===== src/supply_pulse_pkg.sv =====
/*
  Shared constants and types for the supply-pulse programming logic: pulse
  timing, key lengths, register indices, field layouts and the state record.
  Assumes a single 100 MHz clock; times are converted to cycles here.
*/
package supply_pulse_pkg;

  ////////////////////////////////////////////////////////////////////////////
  // Timing.
  localparam int CLK_PERIOD_NS = 10;
  localparam int KEY_PULSE_WIDTH_US = 20;
  localparam int FUSE_BLOW_PULSE_WIDTH_US = 90;
  // Least times round up to whole cycles.
  localparam int KEY_PULSE_CYCLES_INT =
    (KEY_PULSE_WIDTH_US * 1000 + CLK_PERIOD_NS - 1) / CLK_PERIOD_NS;
  localparam int FUSE_BLOW_CYCLES_INT =
    (FUSE_BLOW_PULSE_WIDTH_US * 1000 + CLK_PERIOD_NS - 1) / CLK_PERIOD_NS;
  localparam int WIDTH_W = 14;
  localparam logic [WIDTH_W-1:0] KEY_PULSE_CYCLES = WIDTH_W'(KEY_PULSE_CYCLES_INT);
  localparam logic [WIDTH_W-1:0] FUSE_BLOW_CYCLES = WIDTH_W'(FUSE_BLOW_CYCLES_INT);
  localparam int FILTER_CYCLES = 4;
  localparam logic [3:0] FILTER_LAST = 4'(FILTER_CYCLES - 1);

  ////////////////////////////////////////////////////////////////////////////
  // Keys and registers.
  localparam logic [3:0] WRITE_KEY_MIDS = 4'hb;
  localparam logic [3:0] READ_KEY_MIDS = 4'hc;
  localparam logic [2:0] REG_POS_UP = 3'h0;
  localparam logic [2:0] REG_NEG_UP = 3'h1;
  localparam logic [2:0] REG_POS_DOWN = 3'h2;
  localparam logic [2:0] REG_NEG_DOWN = 3'h3;
  localparam logic [2:0] REG_MAGNITUDE = 3'h4;
  localparam logic [2:0] REG_SIGN = 3'h5;
  localparam logic [2:0] REG_OUTPUT = 3'h6;
  localparam logic [2:0] REG_LAST = 3'h6;
  localparam logic [7:0] CODE_PRESET = 8'h01;
  localparam logic [7:0] ADDR_INIT = 8'h01;
  localparam logic [7:0] SIGN_MAX = 8'h01;
  localparam logic [7:0] OUTPUT_MAX = 8'h07;
  localparam logic [7:0] MAG_MAX = 8'hff;
  // Output register layout: fall slope 1:0, inversion 2, lock 4.
  localparam int FALL_LSB = 0;
  localparam int INV_BIT = 2;
  localparam int LOCK_BIT = 4;

  ////////////////////////////////////////////////////////////////////////////
  // Types.
  typedef enum logic [1:0] {
    LVL_LOW = 2'b00,
    LVL_MID = 2'b01,
    LVL_HIGH = 2'b10
  } level_t;

  typedef enum logic [2:0] {
    ST_INIT = 3'b000,
    ST_PREFIX = 3'b001,
    ST_SELECT = 3'b010,
    ST_TRY = 3'b011,
    ST_WRITE = 3'b100,
    ST_READ = 3'b101,
    ST_DONE = 3'b110
  } state_t;

  typedef struct packed {
    logic [7:0] mag;
    logic sign;
    logic [1:0] fall;
    logic inv;
    logic lock;
  } param_t;

  typedef struct packed {
    logic fire;
    logic [2:0] reg_sel;
    logic [7:0] addr;
  } blow_t;

  typedef struct packed {
    logic valid;
    logic value;
  } read_t;

  typedef struct packed {
    level_t lvl;
    logic [3:0] fcnt;
    logic [WIDTH_W-1:0] width;
    logic peak;
    state_t st;
    logic [3:0] mcnt;
    logic [2:0] reg_sel;
    logic [7:0] code;
    logic try_on;
    logic [7:0] addr;
    param_t prm;
    blow_t blow;
    read_t rd;
  } core_t;

  localparam core_t CORE_RESET = '{
    lvl: LVL_LOW, fcnt: 4'h0, width: '0, peak: 1'b0, st: ST_INIT,
    mcnt: 4'h0, reg_sel: 3'h0, code: 8'h00, try_on: 1'b0, addr: ADDR_INIT,
    prm: '0, blow: '0, rd: '0};

endpackage


===== src/supply_pulse_programming_logic.sv =====
/*
  Programming logic behind the supply pin: classifies filtered level-detector
  outputs into pulses, decodes register and mode keys, runs trial codes,
  addresses and fires fuses, and reads them back.
  Assumes the comparators and the fuse bank are outside; fuse states arrive
  on FUSE_STATE and survive reset, and RST_N is the power-on reset.
  The level inputs are taken as already synchronous to CLOCK.
*/
`timescale 1ns/1ps
`default_nettype none

// How it works
// - Supply excursions are classified as low, mid or high symbols.
// - Trial values live only in flops and are lost on power cycle.
// - Permanent-write mode fires one fuse; the lock is set that way too.
// - Readback mode reports whether each addressed fuse is blown.
// - With lock blown, every register key is refused.
// - Register keys are high, mid, then a register-specific tail.
// - Four virtual trial registers: sign and direction, wrapping magnitude.
// - Eleven mids then a high after a physical register key enter write mode; twelve mids then a high enter read mode.
// - Each trial mid pulse adds one to the code at its falling edge; physical registers stop at their maximum.
// - The trial code drives the applied parameter at once.
// - Supply cycling returns unblown positions to their initial state.
// - Code presets to 1 at the end of a trial register key.
// - Virtual magnitude registers wrap to 0 after the maximum code.
// - Fall slope sits in bits 1:0, inversion in bit 2.
// - A code is the binary value of the fuse pattern, bit 0 first.
// - Blown fuses stay set; trial values only add to them.
// - Every selection starts from the initial state reached at power-up.
// - Write addressing is a one-hot shifter from bit 0, one mid per step.
// - Lock: output register, write key, four mids, then a blow pulse.
// - Magnitude is 8 bits; sign, inversion, lock 1 bit; fall 2 bits.
module supply_pulse_programming_logic #(
  parameter logic [supply_pulse_pkg::WIDTH_W-1:0] BLOW_CYCLES =
    supply_pulse_pkg::FUSE_BLOW_CYCLES,
  parameter logic [supply_pulse_pkg::WIDTH_W-1:0] KEY_CYCLES =
    supply_pulse_pkg::KEY_PULSE_CYCLES
) (
  input wire logic CLOCK,
  input wire logic RST_N,
  input wire logic LEVEL_MID,
  input wire logic LEVEL_HIGH,
  input wire supply_pulse_pkg::param_t FUSE_STATE,
  output supply_pulse_pkg::param_t PARAMS,
  output logic LOCKED,
  output supply_pulse_pkg::blow_t BLOW,
  output supply_pulse_pkg::read_t READBACK
);

  ////////////////////////////////////////////////////////////////////////////
  // Per-register helpers.
  // Both helpers are pure functions; code_max looks only at the register index, fuse_bits also at the fuses.

  // Largest code each register can hold in trial mode.
  // Virtual registers use the full magnitude range and wrap instead.
  function automatic logic [7:0] code_max(input logic [2:0] sel);
    logic [7:0] m;
    m = supply_pulse_pkg::MAG_MAX;
    if (sel == supply_pulse_pkg::REG_SIGN) begin
      m = supply_pulse_pkg::SIGN_MAX;
    end else if (sel == supply_pulse_pkg::REG_OUTPUT) begin
      m = supply_pulse_pkg::OUTPUT_MAX;
    end
    return m;
  endfunction

  // Fuse pattern of a physical register as a code, bit 0 first.
  // The output register holds slope, inversion and lock; bit 3 is unused.
  function automatic logic [7:0] fuse_bits(input logic [2:0] sel,
                                           input supply_pulse_pkg::param_t f);
    logic [7:0] b;
    b = f.mag;
    if (sel == supply_pulse_pkg::REG_SIGN) begin
      b = {7'h00, f.sign};
    end else if (sel == supply_pulse_pkg::REG_OUTPUT) begin
      b = {3'h0, f.lock, 1'b0, f.inv, f.fall};
    end
    return b;
  endfunction

  // The whole state is one record; the comb block fills a copy and the flop stores it.
  // Keeping it in one place makes the power-on clear a single assignment.
  supply_pulse_pkg::core_t q_reg;
  supply_pulse_pkg::core_t q_next;
  // Working values of the comb block; none of them is stored.
  supply_pulse_pkg::level_t raw_level;
  supply_pulse_pkg::param_t overlay;
  logic fell;
  logic pulse_ok;
  logic sym_high;
  logic virtual_reg;

  ////////////////////////////////////////////////////////////////////////////
  // Next-state logic.

  // One pass computes the filter, pulse measure, key decode and outputs.
  // Symbols are taken on the falling edge of each pulse, after the filter,
  // so the key decode never sees a level that has not settled.
  // The cost is one filter span of latency, far below the shortest gap.
  always_comb begin
    q_next = q_reg;
    overlay = '0;
    // High implies mid at the comparators, so high takes precedence.
    raw_level = LEVEL_HIGH ? supply_pulse_pkg::LVL_HIGH :
                LEVEL_MID ? supply_pulse_pkg::LVL_MID : supply_pulse_pkg::LVL_LOW;

    // A level must stand for the filter span before it is believed.
    // Short spikes from supply noise therefore never reach the decode below.
    if (raw_level == q_reg.lvl) begin
      q_next.fcnt = 4'h0;
    end else if (q_reg.fcnt == supply_pulse_pkg::FILTER_LAST) begin
      q_next.lvl = raw_level;
      q_next.fcnt = 4'h0;
    end else begin
      q_next.fcnt = q_reg.fcnt + 4'h1;
    end

    // Measure each pulse: its width and the highest level it reached.
    // The width saturates rather than wraps, so a very long blow stays long.
    if (q_reg.lvl != supply_pulse_pkg::LVL_LOW) begin
      if (q_reg.width != '1) begin
        q_next.width = q_reg.width + 1'b1;
      end
      if (q_reg.lvl == supply_pulse_pkg::LVL_HIGH) begin
        q_next.peak = 1'b1;
      end
    end
    // The filtered level returns to low in this cycle.
    fell = (q_reg.lvl != supply_pulse_pkg::LVL_LOW) &&
           (q_next.lvl == supply_pulse_pkg::LVL_LOW);
    pulse_ok = q_reg.width >= KEY_CYCLES;
    sym_high = q_reg.peak || (q_reg.lvl == supply_pulse_pkg::LVL_HIGH);
    virtual_reg = q_reg.reg_sel <= supply_pulse_pkg::REG_NEG_DOWN;

    // Every symbol is acted on at the falling edge of its pulse.
    if (fell) begin
      q_next.width = '0;
      q_next.peak = 1'b0;
      if (!pulse_ok) begin
        // Runt pulses are treated as supply noise and abort the key.
        // A device that has just blown stays put, so a power-down ramp cannot restart it.
        if (q_reg.st != supply_pulse_pkg::ST_DONE) begin
          q_next.st = supply_pulse_pkg::ST_INIT;
          q_next.try_on = 1'b0;
        end
      end else begin
        unique case (q_reg.st)
          // Idle: only a high pulse can open a key.
          supply_pulse_pkg::ST_INIT: begin
            if (sym_high) begin
              q_next.st = supply_pulse_pkg::ST_PREFIX;
            end
          end
          // The second symbol of every key must be a mid.
          supply_pulse_pkg::ST_PREFIX: begin
            q_next.mcnt = 4'h0;
            q_next.st = sym_high ? supply_pulse_pkg::ST_INIT :
                        supply_pulse_pkg::ST_SELECT;
          end
          // Mids count the register; the closing high picks it, unless locked.
          // A tail longer than the last register is treated as noise.
          supply_pulse_pkg::ST_SELECT: begin
            if (!sym_high) begin
              if (q_reg.mcnt != 4'hf) begin
                q_next.mcnt = q_reg.mcnt + 4'h1;
              end
            end else if (FUSE_STATE.lock || q_reg.mcnt > 4'(supply_pulse_pkg::REG_LAST)) begin
              q_next.st = supply_pulse_pkg::ST_INIT;
            end else begin
              q_next.reg_sel = q_reg.mcnt[2:0];
              q_next.code = supply_pulse_pkg::CODE_PRESET;
              q_next.try_on = 1'b1;
              q_next.mcnt = 4'h0;
              q_next.st = supply_pulse_pkg::ST_TRY;
            end
          end
          // Mids step the trial code; a high closes a mode key or ends the trial.
          // Mids are counted from the key on, so the mode tail also steps the code.
          supply_pulse_pkg::ST_TRY: begin
            if (!sym_high) begin
              if (q_reg.mcnt != 4'hf) begin
                q_next.mcnt = q_reg.mcnt + 4'h1;
              end
              if (virtual_reg) begin
                q_next.code = q_reg.code + 8'h01;
              end else if (q_reg.code != code_max(q_reg.reg_sel)) begin
                q_next.code = q_reg.code + 8'h01;
              end
            end else begin
              // The mode key shares pulses with trial counting; drop the trial.
              // Virtual registers have no fuses, so a mode key on them is refused.
              q_next.try_on = 1'b0;
              q_next.addr = supply_pulse_pkg::ADDR_INIT;
              if (virtual_reg) begin
                q_next.st = supply_pulse_pkg::ST_INIT;
              end else if (q_reg.mcnt == supply_pulse_pkg::WRITE_KEY_MIDS) begin
                q_next.st = supply_pulse_pkg::ST_WRITE;
              end else if (q_reg.mcnt == supply_pulse_pkg::READ_KEY_MIDS) begin
                q_next.st = supply_pulse_pkg::ST_READ;
              end else begin
                q_next.st = supply_pulse_pkg::ST_INIT;
              end
            end
          end
          // Mids walk the one-hot address; a long high is the fuse blow.
          // Only a blow that lasts the full span ends programming until reset.
          supply_pulse_pkg::ST_WRITE: begin
            if (!sym_high) begin
              q_next.addr = {q_reg.addr[6:0], 1'b0};
            end else if (q_reg.width >= BLOW_CYCLES) begin
              q_next.st = supply_pulse_pkg::ST_DONE;
            end
          end
          // Mids walk the address; each high reports the addressed fuse.
          supply_pulse_pkg::ST_READ: begin
            if (!sym_high) begin
              q_next.addr = {q_reg.addr[6:0], 1'b0};
            end else begin
              q_next.rd.valid = 1'b1;
              q_next.rd.value = |(fuse_bits(q_reg.reg_sel, FUSE_STATE) & q_reg.addr);
            end
          end
          // After a blow everything waits for the supply to be cycled.
          supply_pulse_pkg::ST_DONE: begin
            q_next.st = supply_pulse_pkg::ST_DONE;
          end
          // Unused state code: fall back to idle.
          default: begin
            q_next.st = supply_pulse_pkg::ST_INIT;
          end
        endcase
      end
    end

    // The fuse driver is energised only while high stands in write mode.
    // An address walked past bit 7 selects no fuse, so nothing is driven then.
    q_next.blow.fire = (q_reg.st == supply_pulse_pkg::ST_WRITE) &&
                       (q_next.lvl == supply_pulse_pkg::LVL_HIGH) &&
                       (q_reg.addr != 8'h00) &&
                       !FUSE_STATE.lock;
    q_next.blow.reg_sel = q_reg.reg_sel;
    q_next.blow.addr = q_reg.addr;

    // Map the live trial code onto the fields of the selected register.
    // Down-counting registers apply the inverted code, so code 1 is the top minus one.
    if (q_next.try_on) begin
      unique case (q_next.reg_sel)
        supply_pulse_pkg::REG_POS_UP: overlay.mag = q_next.code;
        supply_pulse_pkg::REG_NEG_UP: begin
          overlay.mag = q_next.code;
          overlay.sign = 1'b1;
        end
        supply_pulse_pkg::REG_POS_DOWN: overlay.mag = ~q_next.code;
        supply_pulse_pkg::REG_NEG_DOWN: begin
          overlay.mag = ~q_next.code;
          overlay.sign = 1'b1;
        end
        supply_pulse_pkg::REG_MAGNITUDE: overlay.mag = q_next.code;
        supply_pulse_pkg::REG_SIGN: overlay.sign = q_next.code[0];
        supply_pulse_pkg::REG_OUTPUT: begin
          overlay.fall = q_next.code[supply_pulse_pkg::FALL_LSB +: 2];
          overlay.inv = q_next.code[supply_pulse_pkg::INV_BIT];
        end
        default: overlay = '0;
      endcase
    end
    // Blown fuses can only be added to, never masked by a trial value.
    q_next.prm = FUSE_STATE | overlay;
    q_next.prm.lock = FUSE_STATE.lock;
  end

  ////////////////////////////////////////////////////////////////////////////
  // State register.

  // Reset is the power-on event, so trial state clears with it.
  // Fuse states live outside this block and survive it.
  always_ff @(posedge CLOCK) begin
    if (!RST_N) begin
      q_reg <= supply_pulse_pkg::CORE_RESET;
    end else begin
      q_reg <= q_next;
    end
  end

  ////////////////////////////////////////////////////////////////////////////
  // Outputs, all straight from the state register.
  // Trial values reach the pins one clock after the symbol that set them.
  assign PARAMS = q_reg.prm;
  assign LOCKED = q_reg.prm.lock;
  assign BLOW = q_reg.blow;
  assign READBACK = q_reg.rd;

endmodule

`default_nettype wire


===== config.mk =====
export PLATFORM = sky130hd
export DESIGN_NAME = supply_pulse_programming_logic
export DESIGN_NICKNAME = d
export VERILOG_FILES = /design/src/supply_pulse_pkg.sv /design/src/supply_pulse_programming_logic.sv
export SDC_FILE = /design/constraint.sdc
export NUM_CORES = 1
export LEC_CHECK = 0
export BUFFER_PORTS_ARGS = -buffer_cell sky130_fd_sc_hd__buf_2
export CAP_MARGIN = 30
export CELL_PAD_IN_SITES_DETAIL_PLACEMENT = 1
export CELL_PAD_IN_SITES_GLOBAL_PLACEMENT = 2
export CORE_UTILIZATION = 35
export CTS_CLUSTER_DIAMETER = 80
export DETAILED_ROUTE_END_ITERATION = 10
export PLACE_DENSITY_LB_ADDON = 0.15
export REMOVE_ABC_BUFFERS = 1
export SYNTH_ARGS = -nofsm -noshare
export SYNTH_HDL_FRONTEND = slang
export SYNTH_SLANG_ARGS = --single-unit
export TNS_END_PERCENT = 50

===== constraint.sdc =====
create_clock -name CLOCK -period 3.1 [get_ports CLOCK]
set_clock_uncertainty 0.2 [all_clocks]
set_input_delay 0.31 -clock CLOCK [delete_from_list [all_inputs] [get_ports CLOCK]]
set_output_delay 0.31 -clock CLOCK [all_outputs]
set_load 0.01 [all_outputs]

# Word level (Yosys, flattened, before mapping)
# Cells that the tools add are included.
word_totals:
  reg_bits: 75
  out_inout_bits: 28
  word_cells: 147
classes:
  add_sub_neg: 4
  n_lt_le_gt_ge: 4
  n_eq_ne: 34
  n_mux: 53
  n_bitwise: 4
  n_reduce_logical: 28
op_table:
  columns: ["op", "n"]
  rows:
  - ["two-way mux 8 bit", 18]
  - ["two-way mux 3 bit", 12]
  - ["one-hot mux 8 bit (2 select lines)", 2]
  - ["== test 3 bit, second input constant", 8]
  - ["inequality test 3 bit, second input constant", 7]
  - ["one-hot mux 3 bit (7 select lines)", 1]
  - ["two-way mux 20 bit", 1]
  - ["one-hot mux 9 bit (2 select lines)", 1]
  - ["two-way mux 16 bit", 1]
  - ["adder 14 x 1 -> 14 bit, second input constant", 1]
  - [">= comparator 14 x 11 -> 1 bit, second input constant", 1]
  - [">= comparator 14 bit, second input constant", 1]
  - ["inequality test 14 bit, second input constant", 1]
  - ["two-way mux 13 bit", 1]
  - ["OR 13 bit", 1]
  - ["== test 3 x 2 -> 1 bit, second input constant", 4]
  - ["two-way mux 12 bit", 1]
  - ["two-way mux 4 bit", 3]
  - ["one-hot mux 4 bit (3 select lines)", 1]
  - ["two-way mux 11 bit", 1]
  - ["two-way mux 2 bit", 5]
  - ["AND reduction 5 bit", 2]
  - ["two-way mux 9 bit", 1]
  - ["adder 4 x 1 -> 4 bit, second input constant", 2]
  - ["30 further kinds", 50]

# Depth between registers and ports, before layout
# Gate-level depths: netlist (run 1).
depth:
  word_depth: 20
  mapped_depth: 9

# Worst setup path before layout (run 1)
# No wires, ideal clock.
synth_timing:
  path_type: "register to register"
  start: "register q_reg[41] (netlist name)"
  end: "register q_reg (netlist bit PARAMS[10])"
  setup_time_ns: 0.114
  arrival_time_ns: 2.301
  setup_slack_ns: 0.485
  path_stages_with_launch: 9
  path_buffers: 1
  period_less_slack_ns: 2.615
  cell_sequence: "dfxtp_1 > or4_1 > or3_1 > a221o_1 > buf_6 > a32o_1 > a31oi_1 > mux2i_1 > a21o_1"
synth_between:
  elab_chain_len: 11
  word_cells_on_any_way: 14
synth_rtl:
  columns: ["item", "line", "text"]
  rows:
  - ["start: declaration", "supply_pulse_programming_logic.sv:83", "supply_pulse_pkg::core_t q_reg;"]
  - ["start signal: assignment", "supply_pulse_programming_logic.sv:279", "q_reg <= supply_pulse_pkg::CORE_RESET;"]
  - ["start signal: assignment", "supply_pulse_programming_logic.sv:281", "q_reg <= q_next;"]
  - ["adder 8 x 1 -> 8 bit or inequality test 8 bit (tied branches)", "supply_pulse_programming_logic.sv:185, supply_pulse_programming_logic.sv:187, supply_pulse_programming_logic.sv:186", null]
  - ["two-way mux 8 bit", "supply_pulse_programming_logic.sv:186", "end else if (q_reg.code != code_max(q_reg.reg_sel)) begin"]
  - ["two-way mux 8 bit", "supply_pulse_programming_logic.sv:184", "if (virtual_reg) begin"]
  - ["two-way mux 8 bit", "supply_pulse_programming_logic.sv:180", "if (!sym_high) begin"]
  - ["one-hot mux 9 bit (2 select lines)", "supply_pulse_programming_logic.sv:147", "unique case (q_reg.st)"]
  - ["two-way mux 11 bit", "supply_pulse_programming_logic.sv:139", "if (!pulse_ok) begin"]
  - ["two-way mux 20 bit *", "supply_pulse_programming_logic.sv:136", "if (fell) begin"]
  - ["inverter 8 bit", "supply_pulse_programming_logic.sv:253, supply_pulse_programming_logic.sv:255", null]
  - ["one-hot mux 8 bit (2 select lines) *", "supply_pulse_programming_logic.sv:247", "unique case (q_next.reg_sel)"]
  - ["two-way mux 13 bit *", "supply_pulse_programming_logic.sv:246", "if (q_next.try_on) begin"]
  - ["OR 13 bit *", "supply_pulse_programming_logic.sv:268", "q_next.prm = FUSE_STATE | overlay;"]
# Mark *: on every way between the ends. The rest lies on a longest branch, timed or not. The select of a mux whose other input is x is not followed.
# A chain may end at the register's enable or synchronous reset.

# Worst setup path in the final report (run 1)
layout_timing:
  start: "register q_reg[41] (netlist name)"
  end: "register q_reg (netlist bit PARAMS[6])"
layout_between:
  elab_chain_len: 11
layout_rtl:
  columns: ["item", "line"]
  rows:
  - ["inequality test 8 bit *", "supply_pulse_programming_logic.sv:186"]
  - ["two-way mux 8 bit *", "supply_pulse_programming_logic.sv:186"]
  - ["two-way mux 8 bit *", "supply_pulse_programming_logic.sv:184"]
  - ["two-way mux 8 bit *", "supply_pulse_programming_logic.sv:180"]
  - ["one-hot mux 9 bit (2 select lines) *", "supply_pulse_programming_logic.sv:147"]
  - ["two-way mux 11 bit *", "supply_pulse_programming_logic.sv:139"]
  - ["two-way mux 20 bit *", "supply_pulse_programming_logic.sv:136"]
  - ["inverter 8 bit", "supply_pulse_programming_logic.sv:253, supply_pulse_programming_logic.sv:255"]
  - ["one-hot mux 8 bit (2 select lines) *", "supply_pulse_programming_logic.sv:247"]
  - ["two-way mux 13 bit *", "supply_pulse_programming_logic.sv:246"]
  - ["OR 13 bit *", "supply_pulse_programming_logic.sv:268"]
# Mark *: on every way between the ends. The rest lies on a longest branch, timed or not.

==> flow_summary.html, run 1 <==
<table>
<tr><th>Metric</th><th>Value</th></tr>
<tr><th colspan="2">Status</th></tr>
<tr><td>Outcome</td><td>finished, final reports clean</td></tr>
<tr><th colspan="2">STA</th></tr>
<tr><td>Setup repair after global routing missed its margin</td><td>false</td></tr>
<tr><td>Max-Slew Margin vs Limit</td><td>0.510</td></tr>
<tr><td>Achievable clock frequency</td><td>342 MHz</td></tr>
<tr><td>Setup TNS</td><td>0 ps</td></tr>
<tr><td>Setup violators final</td><td>0</td></tr>
<tr><td>Minimum clock period after layout</td><td>2930 ps</td></tr>
<tr><td>Post-route setup slack</td><td>172 ps</td></tr>
<tr><td>Tcrit/Tclk final</td><td>0.945</td></tr>
<tr><td>Actual slew at the worst max-slew pin</td><td>717 ps</td></tr>
<tr><td>Number of pins exceeding their max-slew limit in the final report</td><td>0</td></tr>
<tr><td>Final count of hold timing violations</td><td>0</td></tr>
<tr><th colspan="2">Synth</th></tr>
<tr><td>Library cell occupying the most area in the post-synthesis netlist</td><td>dfxtp_1</td></tr>
<tr><td>Post-synthesis sequential element count</td><td>75</td></tr>
<tr><td>Post-synthesis sequential area ratio</td><td>0.380</td></tr>
<tr><td>Library cells used by synthesis</td><td>67</td></tr>
<tr><td>Area share of the largest cell type after synthesis</td><td>0.380</td></tr>
<tr><td>Cells after synthesis</td><td>476</td></tr>
<tr><td>Primary FF master, synth</td><td>dfxtp_1</td></tr>
<tr><td>YS warnings</td><td>0</td></tr>
<tr><td>Post-synth EDFFs</td><td>0</td></tr>
<tr><td>Proportion of synthesized flip-flops having asynchronous set or reset</td><td>0</td></tr>
<tr><td>Syn Area/Cell</td><td>8.29 µm²</td></tr>
<tr><td>Syn Std Cell Area</td><td>0.00395 mm²</td></tr>
<tr><td>Leading cell types by total area after synthesis</td><td>dfxtp_1, nand2_1, buf_4</td></tr>
<tr><th colspan="2">Critical path</th></tr>
<tr><td>Cells along the critical path</td><td>or4_1 &gt; or3_1 &gt; a221o_1 &gt; and2_1 &gt; a311oi_2 &gt; mux2i_1 &gt; a21o_1</td></tr>
<tr><td>Critical Path AT</td><td>2970 ps</td></tr>
<tr><td>Required time of the worst setup path</td><td>3140 ps</td></tr>
<tr><td>Maximum single-stage delay on the critical path</td><td>520 ps</td></tr>
<tr><td>Gate family responsible for the most delay along the worst path</td><td>simple AND/OR/NAND/NOR gates</td></tr>
<tr><td>Slowest-stage cell, CP</td><td>or4_1</td></tr>
<tr><td>Buf/Inv on CP</td><td>0</td></tr>
<tr><td>Kind of start point of the critical path</td><td>register</td></tr>
<tr><td>Crit Path Max Fanout</td><td>13</td></tr>
<tr><td>Nature of the critical path endpoint</td><td>register</td></tr>
<tr><td>Kind of critical path</td><td>register to register</td></tr>
<tr><th colspan="2">Clock network</th></tr>
<tr><td>TritonCTS clock tree</td><td>done</td></tr>
<tr><td>Clock slew at reported path FFs</td><td>60 ps</td></tr>
<tr><td>Longest Clk Path Bufs</td><td>2</td></tr>
<tr><td>CTS root buf</td><td>clkbuf_16</td></tr>
<tr><td>Setup Fix Bufs, Post-CTS</td><td>0</td></tr>
<tr><td>Maximum level of the CTS H-tree</td><td>3</td></tr>
<tr><td>TritonCTS buffer count</td><td>9</td></tr>
<tr><td>Clock Sink Count</td><td>75</td></tr>
<tr><td>Source-to-sink clock delay at the later pin of the worst-skew pair</td><td>340 ps</td></tr>
<tr><th colspan="2">Placed design</th></tr>
<tr><td>Port buffer count</td><td>44</td></tr>
<tr><td>Total placed instance area</td><td>0.00416 mm²</td></tr>
<tr><td>Post-placement setup slack</td><td>151 ps</td></tr>
<tr><td>Post-detailed-placement half-perimeter wirelength</td><td>8050 µm</td></tr>
<tr><td>Placer's final routability congestion estimate</td><td>0.837</td></tr>
<tr><th colspan="2">Routing</th></tr>
<tr><td>Wire length after detailed routing</td><td>11000 µm</td></tr>
<tr><td>DRC</td><td>0</td></tr>
<tr><td>DRT Pass-1 Iters</td><td>4</td></tr>
<tr><td>Post-DR wirelength/cell</td><td>16.9 µm</td></tr>
<tr><td>Vias</td><td>3468</td></tr>
<tr><td>Number of DRC markers after the initial detailed-route iteration</td><td>135</td></tr>
<tr><td>Remaining antenna violation count after routing</td><td>0</td></tr>
<tr><td>Via count normalized by instance count</td><td>5.29</td></tr>
<tr><th colspan="2">Floorplan</th></tr>
<tr><td>Count of pins on the block boundary</td><td>45</td></tr>
<tr><td>Initial Util</td><td>0.361</td></tr>
<tr><td>Die Span X</td><td>108 µm</td></tr>
<tr><td>DIE AREA</td><td>0.0117 mm²</td></tr>
<tr><td>Core area</td><td>0.0109 mm²</td></tr>
<tr><td>Die Y</td><td>108 µm</td></tr>
<tr><td>Cell row count</td><td>38</td></tr>
<tr><th colspan="2">Worst hold path</th></tr>
<tr><td>Hold WC Path Type</td><td>primary input to register</td></tr>
<tr><th colspan="2">Global routing</th></tr>
<tr><td>Residual overflow from global routing</td><td>0</td></tr>
<tr><td>Vias in the first global route</td><td>3508</td></tr>
<tr><td>Antenna violations before repair</td><td>0</td></tr>
<tr><td>Global Route Usage Sum</td><td>0.201</td></tr>
<tr><td>First-pass GRT wire length</td><td>17900 µm</td></tr>
<tr><td>Pin count of the biggest net entering global routing</td><td>23</td></tr>
<tr><th colspan="2">Power</th></tr>
<tr><td>Switching component of the power</td><td>0.493 mW</td></tr>
<tr><td>Power density normalized to cell area</td><td>490 mW/mm²</td></tr>
<tr><td>Maximum resistive drop on vdd</td><td>0.363 mV</td></tr>
<tr><td>Internal power</td><td>1.72 mW</td></tr>
<tr><td>Combinational Power Share</td><td>0.047</td></tr>
<tr><td>Sequential share of power</td><td>0.447</td></tr>
<tr><td>Clock network power share</td><td>0.506</td></tr>
<tr><td>Static leakage power</td><td>1.87 nW</td></tr>
<tr><td>Switching power share of the total</td><td>0.223</td></tr>
<tr><th colspan="2">Layout</th></tr>
<tr><td>Final nets</td><td>534</td></tr>
<tr><td>Area taken by flip-flops and latches</td><td>0.00150 mm²</td></tr>
<tr><td>Area added between synthesis and finish</td><td>14.7%</td></tr>
<tr><td>Area taken by multi-input logic gates</td><td>0.00204 mm²</td></tr>
<tr><td>Post-route cell area</td><td>0.00453 mm²</td></tr>
<tr><td>Number of fillers in the final layout</td><td>1336</td></tr>
<tr><td>Max reg flops</td><td>37</td></tr>
<tr><td>N_diodes</td><td>0</td></tr>
<tr><td>Layout cell share with drive strength beyond 1</td><td>0.194</td></tr>
<tr><th colspan="2">Flow run</th></tr>
<tr><td>Count of maximum capacitance violations</td><td>0</td></tr>
</table>
[layout by cell type, fill, tap and decap left out, types with 6 or more instances in the layout]
master and n:
a21o_1 6, a21oi_1 20, dfxtp_1 75, nand2_1 60, buf_4 20, nor3_1 10
nand3_1 24, nand4_1 6, xor2_1 9, ha_1 7, and2_1 9, o31ai_1 7
nor4_1 8, o21ai_0 17, inv_1 21, nand2b_1 7, mux2i_1 10, nor2_1 47
clkbuf_16 9, buf_2 44
[final cells by class]
type / instances / area share
inverter: 21 / 0.0174
clock inverter: 6 / 0.0177
multi-input combinational: 334 / 0.451
timing repair buffer: 69 / 0.0929
sequential: 75 / 0.332
clock buffer: 10 / 0.0506
tap: 140 / 0.0387
[metal layers]
layer	up-vias	global-route usage	part of all wire
li1	1725	-	-
met1	1659	0.269	0.50
met2	63	0.308	0.44
met3	21	0.0362	0.031
met4	0	0.101	0.028
met5	-	0	0
[worst paths after layout]
path / start / to / slack [ps] / depth (start not counted)
max: q_reg[41] / PARAMS[6] / 170 / 7
min: FUSE_STATE[8] / PARAMS[8] / 20 / 2
max reg2reg: q_reg[41] / PARAMS[6] / 170 / 7
min reg2reg: q_reg[69] / q_reg[69] / 260 / 1
[power groups by stage]
| stage | Clock, mW | Sequential [mW] | Combinational, mW |
|---|---|---|---|
| finish | 1.12 | 0.990 | 0.104 |
| detailed placement | 0 | 1.01 | 0.0985 |
| global placement | 0 | 1.01 | 0.0979 |
| CTS | 1.15 | 0.990 | 0.105 |
| global route | 1.18 | 0.991 | 0.115 |
| floorplan | 0 | 1.01 | 0.0415 |
[worst reg2reg max path: stages, from the launching register on]
cell	delay (ps)
dfxtp_1	350
or4_1	520
or3_1	320
a221o_1	510
and2_1	250
a311oi_2	370
mux2i_1	130
a21o_1	170
[what timing repair did]
| action | in CTS | in global routing |
|---|---|---|
| endpoints found under the hold margin | 5 | 0 |
| endpoints found under the setup margin | 0 | 8 |
| hold buffers | 5 | 0 |
| gates resized for setup | 0 | 1 |
[logic make-up after synthesis]
logic type	after synthesis	share of synthesized area
buf+inv	67	0.104
xor+xnor	14	0.0311
mux	13	0.0339
fa+ha+maj	7	0.0222
simple gates	203	0.251
compound gates	97	0.177
flops	75	0.380
[stage by stage]
stage | cells | utilization | hold slack, ps | power [mW]
CTS | 655 | 0.413 | 3.74 | 2.24
global placement | 634 | 0.381 | 231 | 1.11
finish | 655 | 0.414 | 16.6 | 2.22
global route | 655 | 0.414 | 3.92 | 2.28
floorplan | 430 | - | 172 | 1.06
detailed placement | 634 | 0.381 | 238 | 1.11
[synth_stat cells (3+ instances only)]
master    instances
a211oi_1          3
a21o_1            6
a21oi_1          20
a22oi_1           3
a31oi_1           4
a41oi_1           3
and2_1            9
and3_1            5
buf_4            27
clkbuf_1         12
clkbuf_8          3
dfxtp_1          75
ha_1              7
inv_1            21
mux2_2            3
mux2i_1          10
nand2_1          60
nand2b_1          7
nand3_1          24
nand4_1           6
nor2_1           47
nor3_1           10
nor3b_1           5
nor4_1            8
o211ai_1          3
o21a_1            3
o21ai_0          17
o31ai_1           7
or2_2             3
or3_1             4
or4_1             4
xnor2_1           5
xor2_1            9
(Power assumes the default switching activity.)
==> run 2: changes to the inputs <==
- ABC_AREA: default -> 1
- CORE_UTILIZATION: 35 -> 33
- HOLD_SLACK_MARGIN: default -> 0.08
==> run 2 against run 1 <==
Effect of this change: global-route usage is 0.40 points lower; combinational power is 4% higher; maximum frequency is 18% higher; critical path depth is 8 higher; register-to-register slack better by 460 ps; power is 5.3% higher; first-iteration DRC count is 52% higher; synthesized area is 6.2% higher; largest power group unchanged.
==> flow_summary.html, run 2 <==
<table>
<tr><th>Metric</th><th>Value</th></tr>
<tr><th colspan="2">Synth</th></tr>
<tr><td>Proportion of synthesized flip-flops having asynchronous set or reset</td><td>0 (unchanged)</td></tr>
<tr><td>Syn Area/Cell</td><td>7.12 µm² (was 8.29 µm²)</td></tr>
<tr><td>Post-synthesis sequential element count</td><td>75 (unchanged)</td></tr>
<tr><td>Library cells used by synthesis</td><td>51 (was 67)</td></tr>
<tr><td>YS warnings</td><td>0 (unchanged)</td></tr>
<tr><td>Post-synth EDFFs</td><td>0 (unchanged)</td></tr>
<tr><td>Leading cell types by total area after synthesis</td><td>dfxtp_1, nand2_1, inv_1 (was dfxtp_1, nand2_1, buf_4)</td></tr>
<tr><td>Primary FF master, synth</td><td>dfxtp_1 (unchanged)</td></tr>
<tr><td>Syn Std Cell Area</td><td>0.00419 mm² (was 0.00395 mm²)</td></tr>
<tr><td>Post-synthesis sequential area ratio</td><td>0.358 (was 0.380)</td></tr>
<tr><td>Area share of the largest cell type after synthesis</td><td>0.358 (was 0.380)</td></tr>
<tr><td>Leading cell types by count after synthesis</td><td>nand2_1, inv_1, dfxtp_1 (was dfxtp_1, nand2_1, nor2_1)</td></tr>
<tr><td>Most frequent cell after synthesis</td><td>nand2_1 (was dfxtp_1)</td></tr>
<tr><td>Library cell occupying the most area in the post-synthesis netlist</td><td>dfxtp_1 (unchanged)</td></tr>
<tr><td>Cells after synthesis</td><td>589 (was 476)</td></tr>
<tr><th colspan="2">Critical path</th></tr>
<tr><td>Number of cells on the worst reg-to-reg path</td><td>15 (was 7)</td></tr>
<tr><td>Buf/Inv on CP</td><td>2 (was 0)</td></tr>
<tr><td>Critical Path AT</td><td>2480 ps (was 2970 ps)</td></tr>
<tr><td>Kind of start point of the critical path</td><td>register (unchanged)</td></tr>
<tr><td>FF-to-FF setup slack</td><td>630 ps (was 170 ps)</td></tr>
<tr><td>Cells along the critical path</td><td>inv_1 &gt; ha_1 &gt; nand3b_1 &gt; nand3_2 &gt; nor2_1 &gt; inv_1 &gt; nor2_8 &gt; nand2_4 &gt; nand2_2 &gt; o21ai_1 &gt; nand2_1 &gt; nand2_4 &gt; nand3_1 &gt; nand3_1 &gt; o21ai_1 (was or4_1 &gt; or3_1 &gt; a221o_1 &gt; and2_1 &gt; a311oi_2 &gt; mux2i_1 &gt; a21o_1)</td></tr>
<tr><td>Nature of the critical path endpoint</td><td>register (unchanged)</td></tr>
<tr><td>Gate family responsible for the most delay along the worst path</td><td>simple AND/OR/NAND/NOR gates (unchanged)</td></tr>
<tr><td>Required time of the worst setup path</td><td>3110 ps (was 3140 ps)</td></tr>
<tr><td>Kind of critical path</td><td>register to register (unchanged)</td></tr>
<tr><td>Capture instance of the worst register-to-register path</td><td>PARAMS[11] (was PARAMS[6])</td></tr>
<tr><td>Maximum single-stage delay on the critical path</td><td>400 ps (was 520 ps)</td></tr>
<tr><td>Slowest-stage cell, CP</td><td>dfxtp_1 (was or4_1)</td></tr>
<tr><td>Launch point of the worst reg-to-reg path</td><td>q_reg[47] (was q_reg[41])</td></tr>
<tr><td>Crit Path Max Fanout</td><td>8 (was 13)</td></tr>
<tr><th colspan="2">Global routing</th></tr>
<tr><td>Global Route Usage Sum</td><td>0.197 (was 0.201)</td></tr>
<tr><td>Pin count of the biggest net entering global routing</td><td>35 (was 23)</td></tr>
<tr><td>Residual overflow from global routing</td><td>0 (unchanged)</td></tr>
<tr><td>First-pass GRT wire length</td><td>19700 µm (was 17900 µm)</td></tr>
<tr><td>Vias in the first global route</td><td>3930 (was 3508)</td></tr>
<tr><td>Antenna violations before repair</td><td>0 (unchanged)</td></tr>
<tr><th colspan="2">Power</th></tr>
<tr><td>Internal power</td><td>1.84 mW (was 1.72 mW)</td></tr>
<tr><td>Maximum resistive drop on vdd</td><td>0.327 mV (was 0.363 mV)</td></tr>
<tr><td>Switching power share of the total</td><td>0.209 (was 0.223)</td></tr>
<tr><td>Clock network power share</td><td>0.532 (was 0.506)</td></tr>
<tr><td>Power density normalized to cell area</td><td>482 mW/mm² (was 490 mW/mm²)</td></tr>
<tr><td>Static leakage power</td><td>2.17 nW (was 1.87 nW)</td></tr>
<tr><td>Switching component of the power</td><td>0.488 mW (was 0.493 mW)</td></tr>
<tr><td>Sequential share of power</td><td>0.422 (was 0.447)</td></tr>
<tr><td>Combinational Power Share</td><td>0.046 (was 0.047)</td></tr>
<tr><th colspan="2">STA</th></tr>
<tr><td>Achievable clock frequency</td><td>405 MHz (was 342 MHz)</td></tr>
<tr><td>Setup repair after global routing missed its margin</td><td>false (unchanged)</td></tr>
<tr><td>Setup TNS</td><td>0 ps (unchanged)</td></tr>
<tr><td>Number of pins exceeding their max-slew limit in the final report</td><td>0 (unchanged)</td></tr>
<tr><td>Max-Slew Margin vs Limit</td><td>0.471 (was 0.510)</td></tr>
<tr><td>Final count of hold timing violations</td><td>0 (unchanged)</td></tr>
<tr><td>Actual slew at the worst max-slew pin</td><td>783 ps (was 717 ps)</td></tr>
<tr><td>Setup violators final</td><td>0 (unchanged)</td></tr>
<tr><td>Post-route setup slack</td><td>628 ps (was 172 ps)</td></tr>
<tr><td>Tcrit/Tclk final</td><td>0.797 (was 0.945)</td></tr>
<tr><td>Minimum clock period after layout</td><td>2470 ps (was 2930 ps)</td></tr>
<tr><th colspan="2">Routing</th></tr>
<tr><td>DRC</td><td>0 (unchanged)</td></tr>
<tr><td>Remaining antenna violation count after routing</td><td>0 (unchanged)</td></tr>
<tr><td>Post-DR wirelength/cell</td><td>15.1 µm (was 16.9 µm)</td></tr>
<tr><td>DRT Pass-1 Iters</td><td>4 (unchanged)</td></tr>
<tr><td>Via count normalized by instance count</td><td>4.81 (was 5.29)</td></tr>
<tr><td>Vias</td><td>3806 (was 3468)</td></tr>
<tr><td>Number of DRC markers after the initial detailed-route iteration</td><td>205 (was 135)</td></tr>
<tr><td>Wire length after detailed routing</td><td>12000 µm (was 11000 µm)</td></tr>
<tr><th colspan="2">Floorplan</th></tr>
<tr><td>Die Span X</td><td>115 µm (was 108 µm)</td></tr>
<tr><td>DIE AREA</td><td>0.0132 mm² (was 0.0117 mm²)</td></tr>
<tr><td>Count of pins on the block boundary</td><td>45 (unchanged)</td></tr>
<tr><td>Cell row count</td><td>40 (was 38)</td></tr>
<tr><td>Die Y</td><td>115 µm (was 108 µm)</td></tr>
<tr><td>Core area</td><td>0.0122 mm² (was 0.0109 mm²)</td></tr>
<tr><td>Initial Util</td><td>0.343 (was 0.361)</td></tr>
<tr><th colspan="2">Clock network</th></tr>
<tr><td>TritonCTS clock tree</td><td>done (unchanged)</td></tr>
<tr><td>Source-to-sink clock delay at the later pin of the worst-skew pair</td><td>350 ps (was 340 ps)</td></tr>
<tr><td>Setup Fix Bufs, Post-CTS</td><td>0 (unchanged)</td></tr>
<tr><td>TritonCTS buffer count</td><td>9 (unchanged)</td></tr>
<tr><td>CTS root buf</td><td>clkbuf_16 (unchanged)</td></tr>
<tr><td>Maximum level of the CTS H-tree</td><td>3 (unchanged)</td></tr>
<tr><td>Clock Sink Count</td><td>75 (unchanged)</td></tr>
<tr><td>Clock slew at reported path FFs</td><td>60 ps (about the same)</td></tr>
<tr><td>Longest Clk Path Bufs</td><td>2 (unchanged)</td></tr>
<tr><th colspan="2">Placed design</th></tr>
<tr><td>Port buffer count</td><td>44 (unchanged)</td></tr>
<tr><td>Post-placement setup slack</td><td>600 ps (was 151 ps)</td></tr>
<tr><td>Post-detailed-placement half-perimeter wirelength</td><td>9130 µm (was 8050 µm)</td></tr>
<tr><td>Placer's final routability congestion estimate</td><td>0.784 (was 0.837)</td></tr>
<tr><th colspan="2">Worst hold path</th></tr>
<tr><td>Origin of the worst min-delay path</td><td>FUSE_STATE[9] (was FUSE_STATE[8])</td></tr>
<tr><td>Hold WC Path Type</td><td>primary input to register (unchanged)</td></tr>
<tr><td>Worst Hold Depth</td><td>3 (was 2)</td></tr>
<tr><td>Destination of the worst hold path</td><td>PARAMS[9] (was PARAMS[8])</td></tr>
<tr><th colspan="2">Layout</th></tr>
<tr><td>N_diodes</td><td>0 (unchanged)</td></tr>
<tr><td>Utilization after layout</td><td>0.396 (was 0.414)</td></tr>
<tr><td>Max reg flops</td><td>37 (unchanged)</td></tr>
<tr><td>Area taken by multi-input logic gates</td><td>0.00207 mm² (was 0.00204 mm²)</td></tr>
<tr><td>Final nets</td><td>644 (was 534)</td></tr>
<tr><td>Area added between synthesis and finish</td><td>15.5% (was 14.7%)</td></tr>
<tr><td>Area taken by flip-flops and latches</td><td>0.00150 mm² (unchanged)</td></tr>
<tr><td>Number of fillers in the final layout</td><td>1590 (was 1336)</td></tr>
<tr><td>Leading cell type in the layout, fill and taps excluded</td><td>nand2_1 (was dfxtp_1)</td></tr>
<tr><td>Layout cell share with drive strength beyond 1</td><td>0.175 (was 0.194)</td></tr>
<tr><td>Most used cells in the layout excluding fill and tap cells</td><td>nand2_1, inv_1, dfxtp_1, nor2_1, buf_2 (was dfxtp_1, nand2_1, nor2_1, buf_2, nand3_1)</td></tr>
<tr><th colspan="2">Flow run</th></tr>
<tr><td>Count of maximum capacitance violations</td><td>0 (unchanged)</td></tr>
<tr><th colspan="2">Status</th></tr>
<tr><td>Outcome</td><td>finished, final reports clean (unchanged)</td></tr>
</table>
## run 2: cell count changes after synthesis, moves of 6 or more
| cell | change |
|---|---|
| nand2_1 | +66 |
| inv_1 | +62 |
| nand3_1 | +16 |
| mux2i_1 | -10 |
| a21oi_1 | +9 |
| and2_1 | -9 |
| nand2_2 | +9 |
| inv_2 | +7 |
| nand2b_1 | -7 |
| nor2_1 | +7 |
| a21o_1 | -6 |
| clkbuf_1 | -6 |
| nor3_1 | +6 |
| o21ai_0 | +6 |
## run 2: how the worst max path moves through the flow
stage | startpoint | slack, ps | to | cells after the start
2_1_floorplan | q_reg[69] | 980 | PARAMS[11] | 12
3_3_place_gp | q_reg[47] | 680 | PARAMS[11] | 15
3_5_place_dp | q_reg[47] | 600 | PARAMS[5] | 15
4_1_cts | q_reg[47] | 580 | PARAMS[5] | 15
5_1_grt | q_reg[47] | 340 | PARAMS[9] | 15
6_report | q_reg[47] | 630 | PARAMS[11] | 15
## run 2: worst register-to-register path, stage by stage (launching register included)
cell and delay [ps]:
dfxtp_1 400, inv_1 120, ha_1 200, nand3b_1 190
nand3_2 150, nor2_1 60, inv_1 180, nor2_8 50
nand2_4 100, nand2_2 60, o21ai_1 140, nand2_1 130
nand2_4 130, nand3_1 90, nand3_1 100, o21ai_1 60
## run 2: final cells by class
type / count / share of cell area
Clock buffer: 11 / 0.0522
Clock inverter: 4 / 0.0202
Inverter: 94 / 0.0747
Multi-Input combinational cell: 383 / 0.427
Sequential cell: 75 / 0.310
Tap cell: 168 / 0.0434
Timing Repair Buffer: 57 / 0.0719
## run 2: repair_timing
action,CTS,global route
resized for setup,0,0
hold buffers,12,0
endpoints found under the hold margin,12,0
setup endpoints to repair,0,0
## run 2: through the flow
stage | instances | area (µm²) | total power [mW] | hold WS, ps
4_1_cts | 792 | 4840 | 2.37 | 82.1
3_3_place_gp | 765 | 4370 | 1.10 | 230
3_5_place_dp | 765 | 4370 | 1.10 | 237
2_1_floorplan | 552 | 3930 | 1.05 | 203
6_report | 792 | 4840 | 2.33 | 94.0
5_1_grt | 792 | 4840 | 2.42 | 95.2
## run 2: metal layers
layer / track usage / routed length, µm
met1: 0.232 / 5490
met2: 0.354 / 5970
met3: 0.0482 / 388
met4: 0.0554 / 145
met5: 0 / 0
## run 2: power by group through the flow
stage,combinational (mW),sequential (mW),clock [mW]
2_1_floorplan,0.0440,1.01,0
5_1_grt,0.119,0.985,1.32
3_5_place_dp,0.0979,1.01,0
4_1_cts,0.110,0.985,1.28
3_3_place_gp,0.0954,1.01,0
6_report,0.108,0.985,1.24
## run 2: cells by family (layout without fill, tap and decap cells)
kind of cell               count (synthesis)  count (layout)  synth area share
DFF                                       75              75             0.358
and+or+nand+nor                          280             280             0.321
buffers and inverters                    131             166             0.148
adders and majority gates                  7               7            0.0209
AOI/OAI and AO/OA                         91              91             0.141
xor gates and xnor gates                   5               5            0.0104
